$ cat src/verilog/rx_dispatch_pkg.sv
// rx_dispatch_pkg: codes, descriptor layout and carrier structs for the
// receive channel descriptor dispatch block.
// assumes: one core clock domain; shared by the top and its output buffer.
package rx_dispatch_pkg;

  // adaptation type codes (four bits)
  typedef enum logic [3:0] {
    ADAPT_RAW      = 4'h0,
    ADAPT_RAW_EDROP = 4'h1,
    ADAPT_AAL5     = 4'h5,
    ADAPT_AAL5_54  = 4'h6,
    ADAPT_PACKET   = 4'h7
  } adapt_t;

  // post-processing modes (two bits)
  typedef enum logic [1:0] {
    PP_NORMAL   = 2'h0,
    PP_ROUTED   = 2'h1,
    PP_SCATTER  = 2'h2,
    PP_RESERVED = 2'h3
  } pp_mode_t;

  // per-channel reassembly state
  typedef enum logic [1:0] {
    ST_DOWN  = 2'h0,
    ST_IDLE  = 2'h1,
    ST_REASM = 2'h2,
    ST_ERROR = 2'h3
  } reasm_state_t;

  // kind of arrival presented for a channel
  typedef enum logic [1:0] {
    ARR_CELL = 2'h0,   // data unit that does not end a packet
    ARR_LAST = 2'h1,   // data unit that ends a packet
    ARR_DROP = 2'h2,   // unit lost for lack of resources
    ARR_NONE = 2'h3    // spare, treated as a plain cell
  } arrival_t;

  // packed descriptor word, most significant field first
  typedef struct packed {
    logic [3:0] adaptCode;     // adaptation_type_code
    logic [1:0] post_processing_mode;        // post_processing_mode
    logic [1:0] state;         // reassembly state
    logic       resvd;         // written zero by software
    logic       rtoTest;       // timeout test-and-set, unused here
    logic       reassembly_timeout_enable;     // reassembly_timeout_enable
    logic [2:0] miscFlags;     // per-type flag bits, unused here
    logic [1:0] cutSel;        // cut_through_selector
    logic [3:0] eventQueue;    // event_queue_number
    logic [3:0] poolSel;       // buffer_pool_selector
    logic [7:0] placeOffset;   // buffer_placement_offset
  } chan_desc_t;

  // field positions inside the descriptor word
  localparam int ADAPT_POS  = 28;
  localparam int PP_POS     = 26;
  localparam int STATE_POS  = 24;
  localparam int CUTSEL_POS = 16;
  localparam int EVQ_POS    = 12;
  localparam int POOL_POS   = 8;
  localparam int OFFS_POS   = 0;

  // a zero placement offset stands for 256 bytes
  localparam logic [8:0] OFFSET_ZERO_BYTES = 9'h100;
  localparam int         CT_FLAG_W         = 4;
  localparam logic [15:0] HDR_THRESH_RESET = 16'h0000;

  // one cut-through configuration entry
  typedef struct packed {
    logic [3:0]           rxQueue;   // queue to take a descriptor from
    logic [3:0]           dmaQueue;  // queue to enqueue it to
    logic [CT_FLAG_W-1:0] flags;     // cut-through flags
  } cut_cfg_t;

  // one arrival presented for dispatch
  typedef struct packed {
    chan_desc_t  desc;       // descriptor word of the channel
    logic [31:0] fwdAddr;    // forward_descriptor_address word
    logic [31:0] chanAddr;   // receiving channel's descriptor address
    arrival_t    kind;
    logic [15:0] byteCount;  // bytes received so far in the packet
  } arrival_req_t;

  // dispatch decision for one arrival
  typedef struct packed {
    logic         accept;       // channel took the arrival
    logic         badDesc;      // unknown type or reserved mode
    logic         errEvent;     // drop or refusal to report
    logic         stateWr;      // newState must be written back
    reasm_state_t newState;
    adapt_t       adapt;
    pp_mode_t     post_processing_mode;
    logic         toHost;       // surface buffer to software
    logic         toScheduler;  // hand buffer to transmit scheduler
    logic         toDma;        // scatter/cut-through path
    logic [31:0]  headerAddr;   // channel address for the header
    logic [3:0]   eventQueue;
    logic [3:0]   poolSel;
    logic [8:0]   placeBytes;
    cut_cfg_t     cut;
    logic         hdrThresh;    // packet header threshold event
    logic         rtoArm;       // timeout processing wanted
  } dispatch_t;

  localparam dispatch_t DISPATCH_RESET = '0;

endpackage

$ cat src/verilog/dispatch_skid_buf.sv
// dispatch_skid_buf: two-entry buffer on the dispatch result path.
// assumes: core clock, async active-low reset, clock enable freezes all.
`timescale 1ns/100ps
module dispatch_skid_buf (
  // clock, reset, enable
  input  wire logic                     core_clk,
  input  wire logic                     rst_b,
  input  wire logic                     clkEn,
  // filling side
  input  wire logic                     inValid,
  input  wire rx_dispatch_pkg::dispatch_t inData,
  output logic                          inReady,
  // draining side
  output logic                          outValid,
  output rx_dispatch_pkg::dispatch_t    outData,
  input  wire logic                     outReady
);
  import rx_dispatch_pkg::*;

  dispatch_t headFF_ff;      // entry shown at the output
  dispatch_t spare_ff;       // second entry, fills on a stall
  logic      headValid_ff;
  logic      spareValid_ff;
  logic      ready_ff;       // registered ready, not-full

  // handshake terms
  wire logic push       = inValid & ready_ff;
  wire logic pop        = headValid_ff & outReady;
  wire logic headFree   = ~headValid_ff | pop;
  // next occupancy; head refills from spare first to keep order
  wire logic nxt_headValid  = headFree ? (spareValid_ff | push) : 1'b1;
  wire logic nxt_spareValid = headFree ? 1'b0
                                       : (spareValid_ff | push);

  // head entry; spare always drains ahead of a new word
  always_ff @(posedge core_clk or negedge rst_b) begin
    if (!rst_b) begin
      headFF_ff <= DISPATCH_RESET;
    end else if (clkEn && headFree) begin
      headFF_ff <= spareValid_ff ? spare_ff : inData;
    end
  end

  // spare entry catches a word when the receiver stalls
  always_ff @(posedge core_clk or negedge rst_b) begin
    if (!rst_b) begin
      spare_ff <= DISPATCH_RESET;
    end else if (clkEn && !headFree && push) begin
      spare_ff <= inData;
    end
  end

  // occupancy flags; ready is registered so it is glitch free
  always_ff @(posedge core_clk or negedge rst_b) begin
    if (!rst_b) begin
      headValid_ff  <= 1'b0;
      spareValid_ff <= 1'b0;
      ready_ff      <= 1'b0;
    end else if (clkEn) begin
      headValid_ff  <= nxt_headValid;
      spareValid_ff <= nxt_spareValid;
      ready_ff      <= ~nxt_spareValid;
    end
  end

  assign inReady  = ready_ff;
  assign outValid = headValid_ff;
  assign outData  = headFF_ff;
endmodule // dispatch_skid_buf

$ cat src/verilog/rx_channel_descriptor_dispatch.sv
// rx_channel_descriptor_dispatch: decodes a channel descriptor for each
// arrival, tracks reassembly state and steers the finished buffer.
// assumes: caller fetches the descriptor words and writes newState back
// when stateWr is set; all inputs synchronous to core_clk.
`timescale 1ns/100ps
module rx_channel_descriptor_dispatch (
  // clock, reset, enable
  input  wire logic                        core_clk,
  input  wire logic                        rst_b,
  input  wire logic                        clkEn,
  // arrival request
  input  wire logic                        reqValid,
  input  wire rx_dispatch_pkg::arrival_req_t reqData,
  output logic                             reqReady,
  // configuration bits
  input  wire logic [15:0]                 headerThresh,
  input  wire rx_dispatch_pkg::cut_cfg_t   cutCfg [4],
  input  wire logic                        errQueueRouteEn,
  input  wire logic [3:0]                  errorQueue,
  // dispatch result
  output logic                             resValid,
  output rx_dispatch_pkg::dispatch_t       resData,
  input  wire logic                        resReady
);
  import rx_dispatch_pkg::*;

  // descriptor view of the request, fields in packed order
  wire chan_desc_t   desc      = reqData.desc;
  wire reasm_state_t curState  = reasm_state_t'(desc.state);
  wire arrival_t     kind      = reqData.kind;

  // adaptation type decode
  wire logic isRaw     = (desc.adaptCode == ADAPT_RAW);
  wire logic isRawEd   = (desc.adaptCode == ADAPT_RAW_EDROP);
  wire logic isAal5    = (desc.adaptCode == ADAPT_AAL5) |
                         (desc.adaptCode == ADAPT_AAL5_54);
  wire logic isPacket  = (desc.adaptCode == ADAPT_PACKET);
  wire logic adaptOk   = isRaw | isRawEd | isAal5 | isPacket;
  wire logic cellMode  = isRaw | isRawEd;  // every unit is a buffer

  // post-processing decode; code three may not be used
  wire logic ppNormal  = (desc.post_processing_mode == PP_NORMAL);
  wire logic ppRouted  = (desc.post_processing_mode == PP_ROUTED);
  wire logic ppScatter = (desc.post_processing_mode == PP_SCATTER);
  wire logic ppOk      = ~(desc.post_processing_mode == PP_RESERVED);

  // down channels take nothing until software sets idle
  wire logic chanUp    = (curState != ST_DOWN);
  wire logic badDesc   = ~adaptOk | ~ppOk;
  wire logic accept    = chanUp & ~badDesc;

  // early drop capable types enter error on a lost unit
  wire logic dropTrack = isRawEd | isAal5 | isPacket;
  wire logic isLast    = (kind == ARR_LAST);
  wire logic isDrop    = (kind == ARR_DROP);
  wire logic inError   = (curState == ST_ERROR);

  // next reassembly state, only written when accepted
  reasm_state_t nxt_state;
  always_comb begin
    nxt_state = curState;
    case (kind)
      ARR_LAST: nxt_state = ST_IDLE;           // packet closed
      ARR_DROP: nxt_state = dropTrack ? ST_ERROR : curState;
      ARR_CELL,
      ARR_NONE: begin
        if (inError) begin
          nxt_state = ST_ERROR;                // hold until final unit
        end else if (cellMode) begin
          nxt_state = ST_IDLE;                 // raw has no reassembly
        end else begin
          nxt_state = ST_REASM;
        end
      end
      default:  nxt_state = curState;
    endcase
  end

  // units in error are dropped except the final one, which goes on
  wire logic deliver   = accept & ~isDrop & ~(inError & ~isLast);
  // a buffer is complete at the last unit, or per unit in raw mode
  wire logic complete  = deliver & (isLast | cellMode);

  // normal packet channel: plain surface, no special work
  wire logic toHost    = complete & ppNormal;
  wire logic toSched   = complete & ppRouted;
  wire logic toDma     = complete & ppScatter;

  // header address: own channel, or forward word when routed
  // the forward word's low flag bits are software's to set
  wire logic [31:0] hdrAddr = ppRouted ? reqData.fwdAddr
                                       : reqData.chanAddr;

  // cut-through configuration chosen by the selector
  wire cut_cfg_t selCut = cutCfg[desc.cutSel];

  // error events may be diverted by the receive queue setup
  wire logic errEvent = ~accept | isDrop;
  wire logic [3:0] evq = (errEvent & errQueueRouteEn) ? errorQueue
                                                      : desc.eventQueue;

  // zero offset is the 256 byte case
  wire logic [8:0] placeBytes = (desc.placeOffset == 8'h00)
                                ? OFFSET_ZERO_BYTES
                                : {1'b0, desc.placeOffset};

  // header threshold on packet channels, zero threshold disables
  wire logic hdrHit = accept & isPacket & ~isDrop &
                      (headerThresh != HDR_THRESH_RESET) &
                      (reqData.byteCount >= headerThresh);

  // timeout work only for enabled reassembling AAL5 channels
  wire logic rtoArm = accept & desc.reassembly_timeout_enable & isAal5 &
                      (nxt_state == ST_REASM);

  // assemble the decision record
  dispatch_t dec;
  always_comb begin
    dec             = DISPATCH_RESET;
    dec.accept      = accept;
    dec.badDesc     = badDesc;
    dec.errEvent    = errEvent;
    dec.stateWr     = accept & (nxt_state != curState);
    dec.newState    = accept ? nxt_state : curState;
    dec.adapt       = adapt_t'(desc.adaptCode);
    dec.post_processing_mode      = pp_mode_t'(desc.post_processing_mode);
    dec.toHost      = toHost;
    dec.toScheduler = toSched;
    dec.toDma       = toDma;
    dec.headerAddr  = hdrAddr;
    dec.eventQueue  = evq;
    dec.poolSel     = desc.poolSel;
    dec.placeBytes  = placeBytes;
    dec.cut         = ppScatter ? selCut : '0;
    dec.hdrThresh   = hdrHit;
    dec.rtoArm      = rtoArm;
  end

  // result buffer: a stalled receiver back-pressures reqReady
  dispatch_skid_buf u_buf (
    .core_clk (core_clk),
    .rst_b    (rst_b),
    .clkEn    (clkEn),
    .inValid  (reqValid),
    .inData   (dec),
    .inReady  (reqReady),
    .outValid (resValid),
    .outData  (resData),
    .outReady (resReady)
  );

  // handshake helpers for the checks
  wire logic push = reqValid & reqReady & clkEn;

  property p_down_refused;
    @(posedge core_clk) disable iff (!rst_b)
    push && curState == ST_DOWN |-> !dec.accept && !dec.stateWr;
  endproperty
  a_down_refused: assert property (p_down_refused)
    else $error("down channel arrival was accepted");

  property p_reserved_mode;
    @(posedge core_clk) disable iff (!rst_b)
    push && desc.post_processing_mode == PP_RESERVED |-> dec.badDesc &&
      !(dec.toHost || dec.toScheduler || dec.toDma);
  endproperty
  a_reserved_mode: assert property (p_reserved_mode)
    else $error("reserved post mode not refused");

  property p_routed_addr;
    @(posedge core_clk) disable iff (!rst_b)
    push && !resValid && desc.post_processing_mode == PP_ROUTED |=>
      resValid && resData.headerAddr == $past(reqData.fwdAddr);
  endproperty
  a_routed_addr: assert property (p_routed_addr)
    else $error("routed header address not forward word");

  property p_normal_addr;
    @(posedge core_clk) disable iff (!rst_b)
    push && !resValid && desc.post_processing_mode == PP_NORMAL |=>
      resData.headerAddr == $past(reqData.chanAddr) &&
      !resData.toScheduler;
  endproperty
  a_normal_addr: assert property (p_normal_addr)
    else $error("normal header address wrong");

  property p_routed_sched;
    @(posedge core_clk) disable iff (!rst_b)
    dec.toScheduler |-> dec.post_processing_mode == PP_ROUTED && !dec.toHost;
  endproperty
  a_routed_sched: assert property (p_routed_sched)
    else $error("scheduler hand-off outside routed mode");

  property p_offset_zero;
    @(posedge core_clk) disable iff (!rst_b)
    push && !resValid && desc.placeOffset == 8'h00 |=>
      resData.placeBytes == 9'h100;
  endproperty
  a_offset_zero: assert property (p_offset_zero)
    else $error("zero offset did not give 256 bytes");

  property p_last_idle;
    @(posedge core_clk) disable iff (!rst_b)
    push && dec.accept && kind == ARR_LAST |-> dec.newState == ST_IDLE;
  endproperty
  a_last_idle: assert property (p_last_idle)
    else $error("final unit did not return channel to idle");

  property p_rto_gate;
    @(posedge core_clk) disable iff (!rst_b)
    dec.rtoArm |-> desc.reassembly_timeout_enable && dec.newState == ST_REASM;
  endproperty
  a_rto_gate: assert property (p_rto_gate)
    else $error("timeout armed while disabled");

  property p_cut_select;
    @(posedge core_clk) disable iff (!rst_b)
    push && !resValid && desc.post_processing_mode == PP_SCATTER |=>
      resData.cut == $past(selCut);
  endproperty
  a_cut_select: assert property (p_cut_select)
    else $error("cut-through entry not taken from selector");

  property p_stall_hold;
    @(posedge core_clk) disable iff (!rst_b)
    resValid && !resReady |=> resValid && $stable(resData);
  endproperty
  a_stall_hold: assert property (p_stall_hold)
    else $error("result changed during stall");

  // a low enable must hold every output where it stands
  property p_freeze;
    @(posedge core_clk) disable iff (!rst_b)
    !clkEn |=> $stable(resValid) && $stable(reqReady) && $stable(resData);
  endproperty
  a_freeze: assert property (p_freeze)
    else $error("state moved while enable was low");

  // main scenarios
  c_routed:  cover property (@(posedge core_clk) disable iff (!rst_b)
                             resValid && resData.toScheduler);
  c_error:   cover property (@(posedge core_clk) disable iff (!rst_b)
                             push && dec.newState == ST_ERROR);
  c_full:    cover property (@(posedge core_clk) disable iff (!rst_b)
                             reqValid && !reqReady);
  c_thresh:  cover property (@(posedge core_clk) disable iff (!rst_b)
                             resValid && resData.hdrThresh);
endmodule // rx_channel_descriptor_dispatch

$ cat config.mk
export PLATFORM = sky130hd
export DESIGN_NAME = rx_channel_descriptor_dispatch
export DESIGN_NICKNAME = d
export VERILOG_FILES = /design/src/verilog/rx_dispatch_pkg.sv /design/src/verilog/dispatch_skid_buf.sv /design/src/verilog/rx_channel_descriptor_dispatch.sv
export SDC_FILE = /design/constraint.sdc
export NUM_CORES = 1
export LEC_CHECK = 0
export BUFFER_PORTS_ARGS = -buffer_cell sky130_fd_sc_hd__buf_2
export CORE_MARGIN = 2
export CORE_UTILIZATION = 55
export DETAILED_ROUTE_END_ITERATION = 10
export PLACE_DENSITY = 0.86
export SETUP_SLACK_MARGIN = 0.2
export SYNTH_ARGS = -nofsm -noshare
export SYNTH_HDL_FRONTEND = slang
export SYNTH_SLANG_ARGS = --single-unit
$ cat constraint.sdc
create_clock -name core_clk -period 2.7 [get_ports core_clk]
set_input_delay 0.135 -clock core_clk [delete_from_list [all_inputs] [get_ports core_clk]]
set_output_delay 0.135 -clock core_clk [all_outputs]
set_load 0.01 [all_outputs]
# ---- Word-level counts from Yosys, hierarchy flattened
# Cells that the tools add are included.
dict set report totals {
  regBits 159
  inputBits 188
  output_inout_bits 80
  wordCells 121
}
dict set report classes {
  n_lt_le_gt_ge 2
  n_eq_ne 13
  muxes 15
  bitwise_logic 39
  reduce_logical 11
}
# cell n
set ops {}
lappend ops {{$mux 78} 1}
lappend ops {{$mux 12} 3}
lappend ops {{$mux 32} 1}
lappend ops {{$bmux 12 s2} 1}
lappend ops {{$and 1x1->1} 19}
lappend ops {{$ge 16x16->1} 1}
lappend ops {{$reduce_bool 16->1} 1}
lappend ops {{$eq 2x2->1 const B} 6}
lappend ops {{$eq 4x3->1 const B} 3}
lappend ops {{$or 1x1->1} 11}
lappend ops {{$mux 9} 1}
lappend ops {{$logic_not 8->1} 1}
lappend ops {{$mux 2} 4}
lappend ops {{$not 1->1} 8}
lappend ops {{$pmux 2 s3} 1}
lappend ops {{$eq 2x1->1 const B} 2}
lappend ops {{$eq 4x1->1 const B} 1}
lappend ops {{$logic_not 2->1} 2}
lappend ops {{$logic_not 4->1} 1}
lappend ops {{$mux 4} 1}
lappend ops {{$ge 3x3->1 const B} 1}
lappend ops {{$logic_and 1x1->1} 3}
lappend ops {{$not 2->3} 1}
lappend ops {{$mux 1} 2}
lappend ops {{other kinds (4)} 4}

# ---- Depth between registers and ports, before layout
# Gate-level depths: netlist of the first run.
dict set report depth {
  word_depth 13
  ltp_mapped 7
  ltp_nobuf 7
}

# ---- Cells and area by module
# A second synthesis of the first run with hierarchy kept.
dict set report unflattened {
  cells_unflattened 712
  hier_area_um2 8465.6
}
# module n_inst cells_each area_each_um2 seq_area_each_um2
set by_module_without_submodules {}
lappend by_module_without_submodules {dispatch_skid_buf 1 527 6880.3 3978.8}
lappend by_module_without_submodules {rx_channel_descriptor_dispatch 1 185 1585.3 0.0}

# ---- Worst setup path before layout of the first run
# No wires, ideal clock.
dict set report synth_path {
  path_kind {reg2reg}
  start {register u_buf.ready_ff, in the netlist u_buf.inReady}
  end {register u_buf.spare_ff[14] (netlist name)}
  setup_ns 0.125
  arrival_ns 1.592
  t_required_ns 2.575
  path_slack_ns 0.984
  path_stages_with_launch 6
  n_path_buf 2
  synth_period_minus_slack_ns 1.716
  cell_sequence {dfrtp_1 -> nand3_1 -> or2_2 -> clkbuf_1 -> clkbuf_1 -> mux2_2}
}
dict set report synth_between {
  elab_chain_len 2
}
# item line_no
set synth_lines {}
lappend synth_lines {{start, declared} dispatch_skid_buf.sv:24} ;# logic ready_ff;
lappend synth_lines {{start signal, assigned} dispatch_skid_buf.sv:62} ;# ready_ff <= ~nxt_spareValid;
lappend synth_lines {{$and 1x1->1} -}
lappend synth_lines {{$logic_and 1x1->1} dispatch_skid_buf.sv:48} ;# end else if (clkEn && !headFree && push) begin
lappend synth_lines {{end signal, assigned} dispatch_skid_buf.sv:49} ;# spare_ff <= inData;
lappend synth_lines {{end, declared} dispatch_skid_buf.sv:21} ;# dispatch_t spare_ff;
# No other way between the ends.
# A chain may end at the register's enable or synchronous reset.

# ---- Worst setup path in the final report of the first run
dict set report layout_path {
  start {register u_buf.headValid_ff, in the netlist u_buf.outValid}
  end {register u_buf.headFF_ff (netlist bit u_buf.outData[1])}
}
dict set report layout_between {
  elab_chain_len 3
  word_cells_on_any_way 4
  classes_between {bitwise: 3; reduce/logical: 1}
}
# item line_no
set layout_lines {}
lappend layout_lines {{start, declared} dispatch_skid_buf.sv:22} ;# logic headValid_ff;
lappend layout_lines {{start signal, assigned} dispatch_skid_buf.sv:60} ;# headValid_ff <= nxt_headValid;
lappend layout_lines {{$and 1x1->1 / $not 1->1 (equally long branches)} {dispatch_skid_buf.sv:28, dispatch_skid_buf.sv:29}}
lappend layout_lines {{$or 1x1->1 *} dispatch_skid_buf.sv:29} ;# wire logic headFree = ~headValid_ff | pop;
lappend layout_lines {{$logic_and 1x1->1 *} dispatch_skid_buf.sv:39} ;# end else if (clkEn && headFree) begin
lappend layout_lines {{end signal, assigned} dispatch_skid_buf.sv:40} ;# headFF_ff <= spareValid_ff ? spare_ff : inData;
lappend layout_lines {{end, declared} dispatch_skid_buf.sv:20} ;# dispatch_t headFF_ff;
# Mark *: on every way between the ends. The rest lies on a longest branch, timed or not.

==> impl_results.md, run 1 <==
- Worst slew pin tran: 917 ps
- Post-synthesis register bit count: 159
- Row count: 43
- Critical path cell sequence: nand2b_1, and2_0, nand2_1, o31ai_1
- Seq/Total Area, Yosys: 0.503
- Minimum clock period: 1980 ps
- Via/cell ratio: 5.54
- Die Ht: 124 µm
- FMAX: 504 MHz
- # IOs: 268
- Relative slew margins: 0.389
- Outcome: completed
- Buf+Inv Stages, Crit Path: 0
- Initial antenna violation count: 4
- Mapped cell area: 7920 µm²
- Leak: 5.07 nW
- Layer with the highest usage: met2
- Peak supply drop: 0.344 mV
- Critical-path cell with the highest stage delay: and2_0
- Synth top area share: 0.503
- First-pass GRT wire length: 32600 µm
- Syn nets: 1024
- Final setup fails: 0
- Hold Path Class: in2reg
- Post-DP Area: 9390 µm²
- Fin crit share: 0.735
- Share of layout cells above drive strength 1: 0.321
- CP required: 3030 ps
- Met1 GRT Util: 0.342
- Overall Power: 7.45 mW
- Met3 Usage GRT: 0.0554
- FFs w/ async S/R, synth: 1.00
- First drt pass iteration count: 4
- Total CTS buffers: 17
- WL final: 20700 µm
- CTS root buf: clkbuf_16
- Worst-path fanout max: 16
- Layout Area Growth over Synthesis: 27.8%
- Clk slew on worst S/H paths: 70 ps
- Cell count after synthesis: 818
- Skew-Pair Late Insertion Delay: 420 ps
- CTS tree: yes
- Port-buffer cells: 262
- Max Cap Violations: 0
- Number of global-route vias before repair: 6794
- Met2 GRT Util: 0.485
- Clock Path Buffers: 2
- Worst Path Arrival: 2310 ps
- Core area: 14000 µm²
- Post-route cell area: 10100 µm²
- # DRC: 0
- Post-CTS setup buffer count: 0
- Sequential cell area: 3980 µm²
- Initial core utilization: 0.566
- Largest net degree at the start of global routing: 91
- Tot GR Track Use: 0.279
- Clock skew: 10.6 ps
- Most numerous cell in the Yosys netlist: dfrtp_1
- Post-synth top cells: dfrtp_1, nand2_1, o21ai_0
- Sink Count: 159
- RSZ-0062 raised after global routing: false
- Total die area: 15400 µm²
- Average size of a mapped cell: 9.68 µm²
- Synth Flop Type: dfrtp_1
- H-Tree Depth: 4
- Area of the multi-input gates: 3650 µm²
- Post-DP HPWL: 14600 µm
- Number of flops mapped to enable cells by yosys: 0
- CP endpoint kind: register
- Routability Congestion: 0.870
- Detail Route Antenna Nets: 0
- Slew Limit Fails: 0
- CP top delay family: simple AND/OR/NAND/NOR gates
- Synth top area cells: dfrtp_1, o21ai_0, mux2i_1
- Fill cell count: 1038
- Via count: 7001
- Core Util, Final: 0.723
- Setup_tns: 0 ps
- Cell area power density: 736 nW/µm²
- DIE WIDTH: 124 µm
- Overflow after GRT: 0
- Final hold violations: 0
- Wirelength per Cell: 16.4 µm
- DR iter-0 viols: 412
- Layout net count: 1274
- Syn. warnings: 0
- Crit start category: register
- Max incr delay on CP: 760 ps
- Crit path kind: reg2reg
- Reg2reg setup slack: 720 ps
- Synth area leader: dfrtp_1
- Distinct cell type count after synthesis: 50
==> cell usage in the layout (no fill, tap or decap), types with 3 or more instances in the layout <==
cell type	count
a21o_1	13
a21oi_1	65
and3_1	7
buf_12	3
buf_2	261
buf_4	10
clkbuf_16	17
clkinv_2	3
dfrtp_1	158
diode_2	3
dlygate4sd3_1	13
ha_1	18
inv_1	20
inv_6	4
mux2_2	18
mux2i_1	55
mux4_2	12
nand2_1	144
nand2b_1	5
nand3_1	4
nand4_1	3
nor2_1	51
nor2b_1	3
nor4_1	8
o21a_1	4
o21ai_0	131
o31ai_1	7
==> layout make-up <==
cell class              instances  area share
flip-flops and latches        159       0.394
multi-input cells             582       0.361
repair buffers                288       0.156
clock buffers                  18      0.0434
well taps                     180      0.0223
clock inverters                14      0.0152
inverters                      20     0.00742
diodes                          3    0.000742
==> state kept, by name, summed over array words and instances, names as in the netlist <==
name / count
u_buf.spare_ff: 78
u_buf.spareValid_ff: 1
u_buf.outValid: 1
u_buf.outData: 78
u_buf.inReady: 1
==> kinds of logic after synthesis <==
logic type      synth area share
simple gates               0.132
compound gates             0.167
flops                      0.503
buf+inv                   0.0381
xor+xnor                 0.00111
fa+ha+maj                 0.0285
mux                        0.131
==> layer usage <==
layer  routed length [µm]  vias up  part of all wire
met5                   13        -           0.00063
met4                  435        2             0.021
met3                 1330       31             0.064
met2                10600      254              0.51
met1                 8390     3336              0.40
li1                     -     3378                 -
==> metrics by stage <==
stage                     hold slack, ps  cells  worst slack [ps]
after floorplan                     -161    818               984
after global placement               177   1216               754
after detailed placement             181   1216               712
after CTS                           17.2   1261               705
after global routing                27.6   1264               638
final                               32.7   1264               716
==> power by group <==
part	total (mW)	internal [mW]	switching, mW
Clock	2.41	1.40	1.01
Combinational	1.71	0.758	0.948
Sequential	3.33	2.98	0.346
==> worst paths after layout <==
kind	start	end	depth (start not counted)
setup / recovery	u_buf.outValid	u_buf.outData[1]	4
setup reg to reg	u_buf.outValid	u_buf.outData[1]	4
hold reg to reg	u_buf.outData[12]	u_buf.outData[12]	2
min in group asynchronous	rst_b	u_buf.spare_ff[40]	2
hold / removal	reqData[108]	u_buf.spare_ff[65]	2
max in group asynchronous	rst_b	u_buf.outData[46]	3
==> timing repair <==
| item | CTS | global route |
|---|---|---|
| setup endpoints to repair | 0 | 0 |
| endpoints found under the hold margin | 76 | 0 |
| resized for setup | 0 | 0 |
| hold buffers | 13 | 0 |
Power figures use the tool's default switching activity.
==> inputs of run 2 (changes only) <==
--- a/config.mk
+++ b/config.mk
@@ -7,9 +7,9 @@
 export LEC_CHECK = 0
 export BUFFER_PORTS_ARGS = -buffer_cell sky130_fd_sc_hd__buf_2
 export CORE_MARGIN = 2
-export CORE_UTILIZATION = 55
+export CORE_UTILIZATION = 46
 export DETAILED_ROUTE_END_ITERATION = 10
-export PLACE_DENSITY = 0.86
+export PLACE_DENSITY = 0.77
 export SETUP_SLACK_MARGIN = 0.2
 export SYNTH_ARGS = -nofsm -noshare
 export SYNTH_HDL_FRONTEND = slang
==> constraint.sdc (replaced) <==
create_clock -name core_clk -period 1.6 [get_ports core_clk]
set_input_delay 0.08 -clock core_clk [delete_from_list [all_inputs] [get_ports core_clk]]
set_output_delay 0.08 -clock core_clk [all_outputs]
set_load 0.01 [all_outputs]
==> run 2 against run 1 <==
  * Routed wire length up 9.4%
  * Sequential power grew 68%
  * Clock skew decreased by 5.6 ps
  * First-iteration DRC count is 0.73% higher
  * Die area is 19% higher
  * Largest power group unchanged
==> impl_results.md, run 2 (synthesis results as in run 1) <==
- Clk slew on worst S/H paths: 60 ps (about the same)
- Commonest non-fill, non-tap cells in the layout: buf_2, dfrtp_1, nand2_1, o21ai_0, a21oi_1
- Routability Congestion: 0.873 (+0.26%)
- Layout net count: 1362 (+6.9%)
- Peak supply drop: 0.739 mV (+110%)
- Fin crit share: 0.891 (+0.156)
- Sequential share of power: 0.430 (-0.017)
- Initial core utilization: 0.474 (-0.0919)
- Switching Fraction: 0.297 (-0.0125)
- Skew-Pair Late Insertion Delay: 410 ps (about the same)
- WL final: 22700 µm (+9.4%)
- Via/cell ratio: 5.26 (-5.1%)
- Die Ht: 135 µm (+9.0%)
- Hold Path Cell Cnt: 3 (+1)
- # IOs: 268 (unchanged)
- Cell area power density: 1150 nW/µm² (+57%)
- Setup_tns: 0 ps (unchanged)
- Leak: 5.59 nW (+10%)
- Placed cell count: 1288 (+5.9%)
- DIE WIDTH: 135 µm (+9.0%)
- CTS tree: yes
- Minimum clock period: 1430 ps (-559 ps)
- Crit start category: register
- Slew Limit Fails: 0 (unchanged)
- DR iter-0 viols: 415 (+0.73%)
- CP required: 1900 ps (-1130 ps)
- Max incr delay on CP: 400 ps (-360 ps)
- Internal Power: 9.14 mW (+78%)
- Relative slew margins: 0.678 (+0.289)
- First-pass GRT wire length: 34900 µm (+7.0%)
- Overall Power: 13.0 mW (+75%)
- Finished Layout Cells: 1390 (+10%)
- Wirelength per Cell: 16.3 µm (-0.54%)
- Layout Area Growth over Synthesis: 42.3%
- Tot GR Track Use: 0.244 (-0.0348)
- Max Cap Violations: 0 (unchanged)
- Row count: 47 (+9.3%)
- Clock skew: 4.92 ps (-5.65 ps)
- Clock share of power: 0.317 (-0.007)
- Fill cell count: 1293 (+25%)
- CP endpoint kind: register
- H-Tree Depth: 4 (unchanged)
- Via count: 7309 (+4.4%)
- Share of layout cells above drive strength 1: 0.343 (+0.0220)
- RSZ-0062 raised after global routing: true
- Outcome: completed
- # DRC: 0 (unchanged)
- Sink Count: 159 (unchanged)
- Core area: 16700 µm² (+19%)
- Most common cell after layout, fill and taps aside: buf_2
- Critical-path cell with the highest stage delay: dfrtp_1
- Post-DP HPWL: 15800 µm (+8.4%)
- Port-buffer cells: 262 (unchanged)
- Number of global-route vias before repair: 7140 (+5.1%)
- First drt pass iteration count: 4 (unchanged)
- Final hold violations: 0 (unchanged)
- Worst-path fanout max: 20 (+4)
- Largest net degree at the start of global routing: 48 (-47%)
- Crit path kind: reg2reg
- Clock Path Buffers: 2 (unchanged)
- Initial antenna violation count: 0 (-4)
- Combinational power share: 0.253 (+0.024)
- Final setup fails: 0 (unchanged)
- FMAX: 702 MHz (+39%)
- CTS root buf: clkbuf_16
- Core Util, Final: 0.675 (-0.0487)
- Overflow after GRT: 0 (unchanged)
- Reg2reg path depth: 4 (unchanged)
- Worst Path Arrival: 1720 ps (-590 ps)
- Worst slew pin tran: 483 ps (-434 ps)
- Total CTS buffers: 17 (unchanged)
- Hold Path Class: in2reg
- Critical path cell sequence: nand2b_1, or2_4, buf_12, mux2_2
- Total die area: 18300 µm² (+19%)
- Detail Route Antenna Nets: 0 (unchanged)
- Sw Pwr: 3.86 mW (+68%)
==> run 2: changes by cell type in the layout (fill, tap and decap cells not counted), moves of 4 or more <==
cell,before,now
o21ai_0,131,111
buf_12,3,15
buf_4,10,36
o21ai_1,0,20
inv_6,4,0
dlygate4sd3_1,13,56
==> run 2: stage by stage <==
step	cell area [µm²]	hold slack, ps	setup slack (ps)
finish	11300	16.2	175
global route	11300	0.988	115
CTS	11100	2.57	176
detailed placement	9860	55.3	-203
global placement	9860	63.1	-101
floorplan	8080	-216	75.4
==> run 2: path summary, 6_finish.rpt <==
path                                   start                  to  slack (ps)
hold reg to reg            u_buf.outData[25]   u_buf.outData[25]         470
max in group asynchronous              rst_b  u_buf.spare_ff[25]         840
setup / recovery              u_buf.outValid  u_buf.spare_ff[18]         170
setup reg to reg              u_buf.outValid  u_buf.spare_ff[18]         170
min in group asynchronous              rst_b   u_buf.outData[37]         180
hold / removal                   reqData[53]  u_buf.spare_ff[34]          20
==> run 2: critical path, delay by kind of cell (launching register included) <==
kind / cells / cell delay [ps]
DFF: 1 / 400
and+or+nand+nor: 2 / 360
muxes: 1 / 350
buffers and inverters: 1 / 190
==> run 2: area by class of cell <==
type | count | area [µm²] | share of cell area
clock inverter | 10 | 136 | 0.0121
inverter | 20 | 82.6 | 0.00733
timing repair buffer | 376 | 2590 | 0.230
clock buffer | 22 | 464 | 0.0412
multi-input combinational | 582 | 3740 | 0.332
antenna | 1 | 2.50 | 0.000222
tap | 220 | 275 | 0.0244
sequential | 159 | 3980 | 0.353
==> run 2: power by group through the flow <==
stage / combinational (mW) / sequential, mW / clock (mW)
after global routing: 3.66 / 5.70 / 4.39
final: 3.29 / 5.59 / 4.12
after floorplan: 1.59 / 5.72 / 0
after CTS: 3.23 / 5.58 / 4.18
after global placement: 2.97 / 5.58 / 0
after detailed placement: 3.08 / 5.65 / 0
==> run 2: routing by layer <==
layer / share of wire / up-vias / GRT usage
li1: - / 3539 / -
met1: 0.41 / 3493 / 0.303
met2: 0.51 / 251 / 0.423
met3: 0.063 / 26 / 0.0610
met4: 0.018 / 0 / 0.0723
met5: 0 / - / 0
==> run 2: what timing repair did <==
action / in CTS / in global routing
gates resized for setup: 5 / 13
hold endpoints to repair: 163 / 1
hold buffers: 55 / 1
cloned: 1 / 3
pin swaps: 1 / 1
setup buffers: 1 / 8
endpoints found under the setup margin: 51 / 103
==> inputs of run 3 (changes only) <==
--- a/config.mk
+++ b/config.mk
@@ -6,10 +6,11 @@
 export NUM_CORES = 1
 export LEC_CHECK = 0
 export BUFFER_PORTS_ARGS = -buffer_cell sky130_fd_sc_hd__buf_2
-export CORE_MARGIN = 2
 export CORE_UTILIZATION = 46
+export CTS_CLUSTER_SIZE = 30
 export DETAILED_ROUTE_END_ITERATION = 10
 export PLACE_DENSITY = 0.77
+export RECOVER_POWER = 25
 export SETUP_SLACK_MARGIN = 0.2
 export SYNTH_ARGS = -nofsm -noshare
 export SYNTH_HDL_FRONTEND = slang
==> run 3 against run 2 <==
  * Clock skew is essentially flat
  * Die area shrank 2.9%
  * Sequential cell count is the same
  * Total power grew 0.47%
  * Worst hold slack lost 7.6 ps
  * Final cell count shrank 0.58%
  * First-iteration DRC count shrank 2.9%
  * Register-to-register slack gained 20 ps
  * Routed wire length shrank 2.9%
  * Critical path depth is the same
  * Utilization shrank 0.38 points
  * Non-clock buffer count shrank 9
  * Critical endpoint is now u_buf.spare_ff[74]
==> impl_results.md, run 3 (synthesis results as in run 1) <==
- DR iter-0 viols: 403 (-2.9%)
- # DRC: 0 (unchanged)
- Cell area power density: 1170 nW/µm² (+1.0%)
- Clock skew: 4.99 ps (+0.0774 ps)
- Die Ht: 133 µm (-1.5%)
- Worst slew pin tran: 914 ps (+431 ps)
- Peak supply drop: 0.770 mV (+4.3%)
- Skew-Pair Late Insertion Delay: 420 ps (about the same)
- Fin crit share: 0.880 (-0.0108)
- H-Tree Depth: 4 (unchanged)
- Critical-path cell with the highest stage delay: dfrtp_1
- Crit path kind: reg2reg
- Pre-CTS setup slack: -170 ps (+32.7 ps)
- Fill cell count: 1322 (+2.2%)
- Layout Area Growth over Synthesis: 41.5%
- Leak: 5.57 nW (-0.43%)
- Worst Path Arrival: 1710 ps (about the same)
- Detail Route Antenna Nets: 0 (unchanged)
- Worst-path fanout max: 12 (-40%)
- Clock Path Buffers: 2 (unchanged)
- WL final: 22000 µm (-2.9%)
- Number of global-route vias before repair: 7025 (-1.6%)
- Sequential cell area: 3980 µm² (unchanged)
- Setup_tns: 0 ps (unchanged)
- Buf+Inv Stages, Crit Path: 1 (unchanged)
- Minimum clock period: 1410 ps (-17.3 ps)
- Max incr delay on CP: 390 ps (about the same)
- Port-buffer cells: 262 (unchanged)
- Clk slew on worst S/H paths: 60 ps (about the same)
- Max Cap Violations: 0 (unchanged)
- Total die area: 17700 µm² (-2.9%)
- Sink Count: 159 (unchanged)
- First-pass GRT wire length: 35300 µm (+1.1%)
- Crit start category: register
- Overflow after GRT: 0 (unchanged)
- Critical path cell sequence: nand2b_4, or2_4, buf_12, mux2_1
- Commonest non-fill, non-tap cells in the layout: buf_2, dfrtp_1, nand2_1, o21ai_0, a21oi_1
- Area of the multi-input gates: 3790 µm² (+1.4%)
- Via count: 7309 (unchanged)
- Final hold violations: 0 (unchanged)
- DIE WIDTH: 133 µm (-1.5%)
- CTS root buf: clkbuf_16
- Largest net degree at the start of global routing: 56 (+17%)
- Slew Limit Fails: 0 (unchanged)
- Final setup fails: 0 (unchanged)
- Row count: 47 (unchanged)
- Core area: 16700 µm² (unchanged)
- Initial antenna violation count: 1 (+1)
- # IOs: 268 (unchanged)
- CTS tree: yes
- Initial core utilization: 0.474 (unchanged)
- Most common cell after layout, fill and taps aside: buf_2
- Post-DP Area: 9780 µm² (-0.81%)
- Via/cell ratio: 5.29 (+0.58%)
- Total CTS buffers: 17 (unchanged)
- Post-DP HPWL: 15600 µm (-1.2%)
- Routability Congestion: 0.894 (+2.4%)
- Hold Path Class: in2reg
- Wirelength per Cell: 15.9 µm (-2.3%)
- CP required: 1900 ps (about the same)
- Tot GR Track Use: 0.256 (+0.0120)
- Post-route cell area: 11200 µm² (-0.57%)
- FMAX: 710 MHz (+1.2%)
- Final WS setup: 192 ps (+17.3 ps)
- CP top delay family: simple AND/OR/NAND/NOR gates
- Outcome: completed
- First drt pass iteration count: 7 (+3)
- CP endpoint kind: register
- Core Util, Final: 0.671 (-0.00382)
- Layout net count: 1354 (-0.59%)
- RSZ-0062 raised after global routing: true
- Relative slew margins: 0.391 (-0.287)
- Share of layout cells above drive strength 1: 0.356 (+0.0127)
-- run 3: cell count changes in the layout (fill, tap and decap cells not counted), sizes merged --
cell         change
clkinvlp         +2
clkbuf           -2
clkinv           -2
bufbuf           +2
dlygate4sd3      -6
buf              -3
or2              +1
-- run 3: worst paths after layout --
path	startpoint	end	slack, ps	depth (start not counted)
worst max-delay path	u_buf.outValid	u_buf.spare_ff[74]	190	4
worst min-delay path	reqData[71]	u_buf.spare_ff[52]	9	3
worst max register to register	u_buf.outValid	u_buf.spare_ff[74]	190	4
worst min register to register	u_buf.outData[24]	u_buf.outData[24]	470	2
max in group asynchronous	rst_b	u_buf.outData[24]	280	3
min in group asynchronous	rst_b	u_buf.outData[40]	330	2
-- run 3: routing by layer --
metal,global-route usage,vias up,part of all wire
met5,0,-,0
met4,0.102,0,0.028
met3,0.0498,38,0.056
met2,0.430,266,0.49
met1,0.326,3471,0.42
li1,-,3534,-
-- run 3: through the flow --
step	power (mW)	hold WS (ps)	std cells
global route	13.8	15.7	1381
CTS	13.1	2.02	1376
finish	13.1	8.61	1382
detailed placement	8.69	-2.04	1284
floorplan	7.31	-216	818
global placement	8.53	-2.32	1284
-- run 3: cell type report --
class / count / area share
diodes: 1 / 0.000223
clock buffers: 22 / 0.0432
clock inverters: 10 / 0.0119
inverters: 20 / 0.00737
multi-input cells: 583 / 0.338
flip-flops and latches: 159 / 0.355
well taps: 220 / 0.0246
repair buffers: 367 / 0.219
-- run 3: worst reg2reg max path, cell delays in order, from the launching register on --
cell	delay (ps)
dfrtp_1	390
nand2b_4	100
or2_4	330
buf_12	170
mux2_1	310
-- run 3: what timing repair did --
item                                    in CTS  in global routing
pin swaps                                    1                  2
endpoints found under the setup margin      55                 92
hold buffers                                50                  0
cloned                                       5                  0
setup buffers                                5                  5
hold endpoints to repair                   200                  0
gates resized for setup                      6                 25
-- run 3: where the power goes --
group,internal [mW],switching [mW]
registers,5.03,0.547
clock network,2.61,1.59
logic,1.57,1.72
total,9.21,3.85
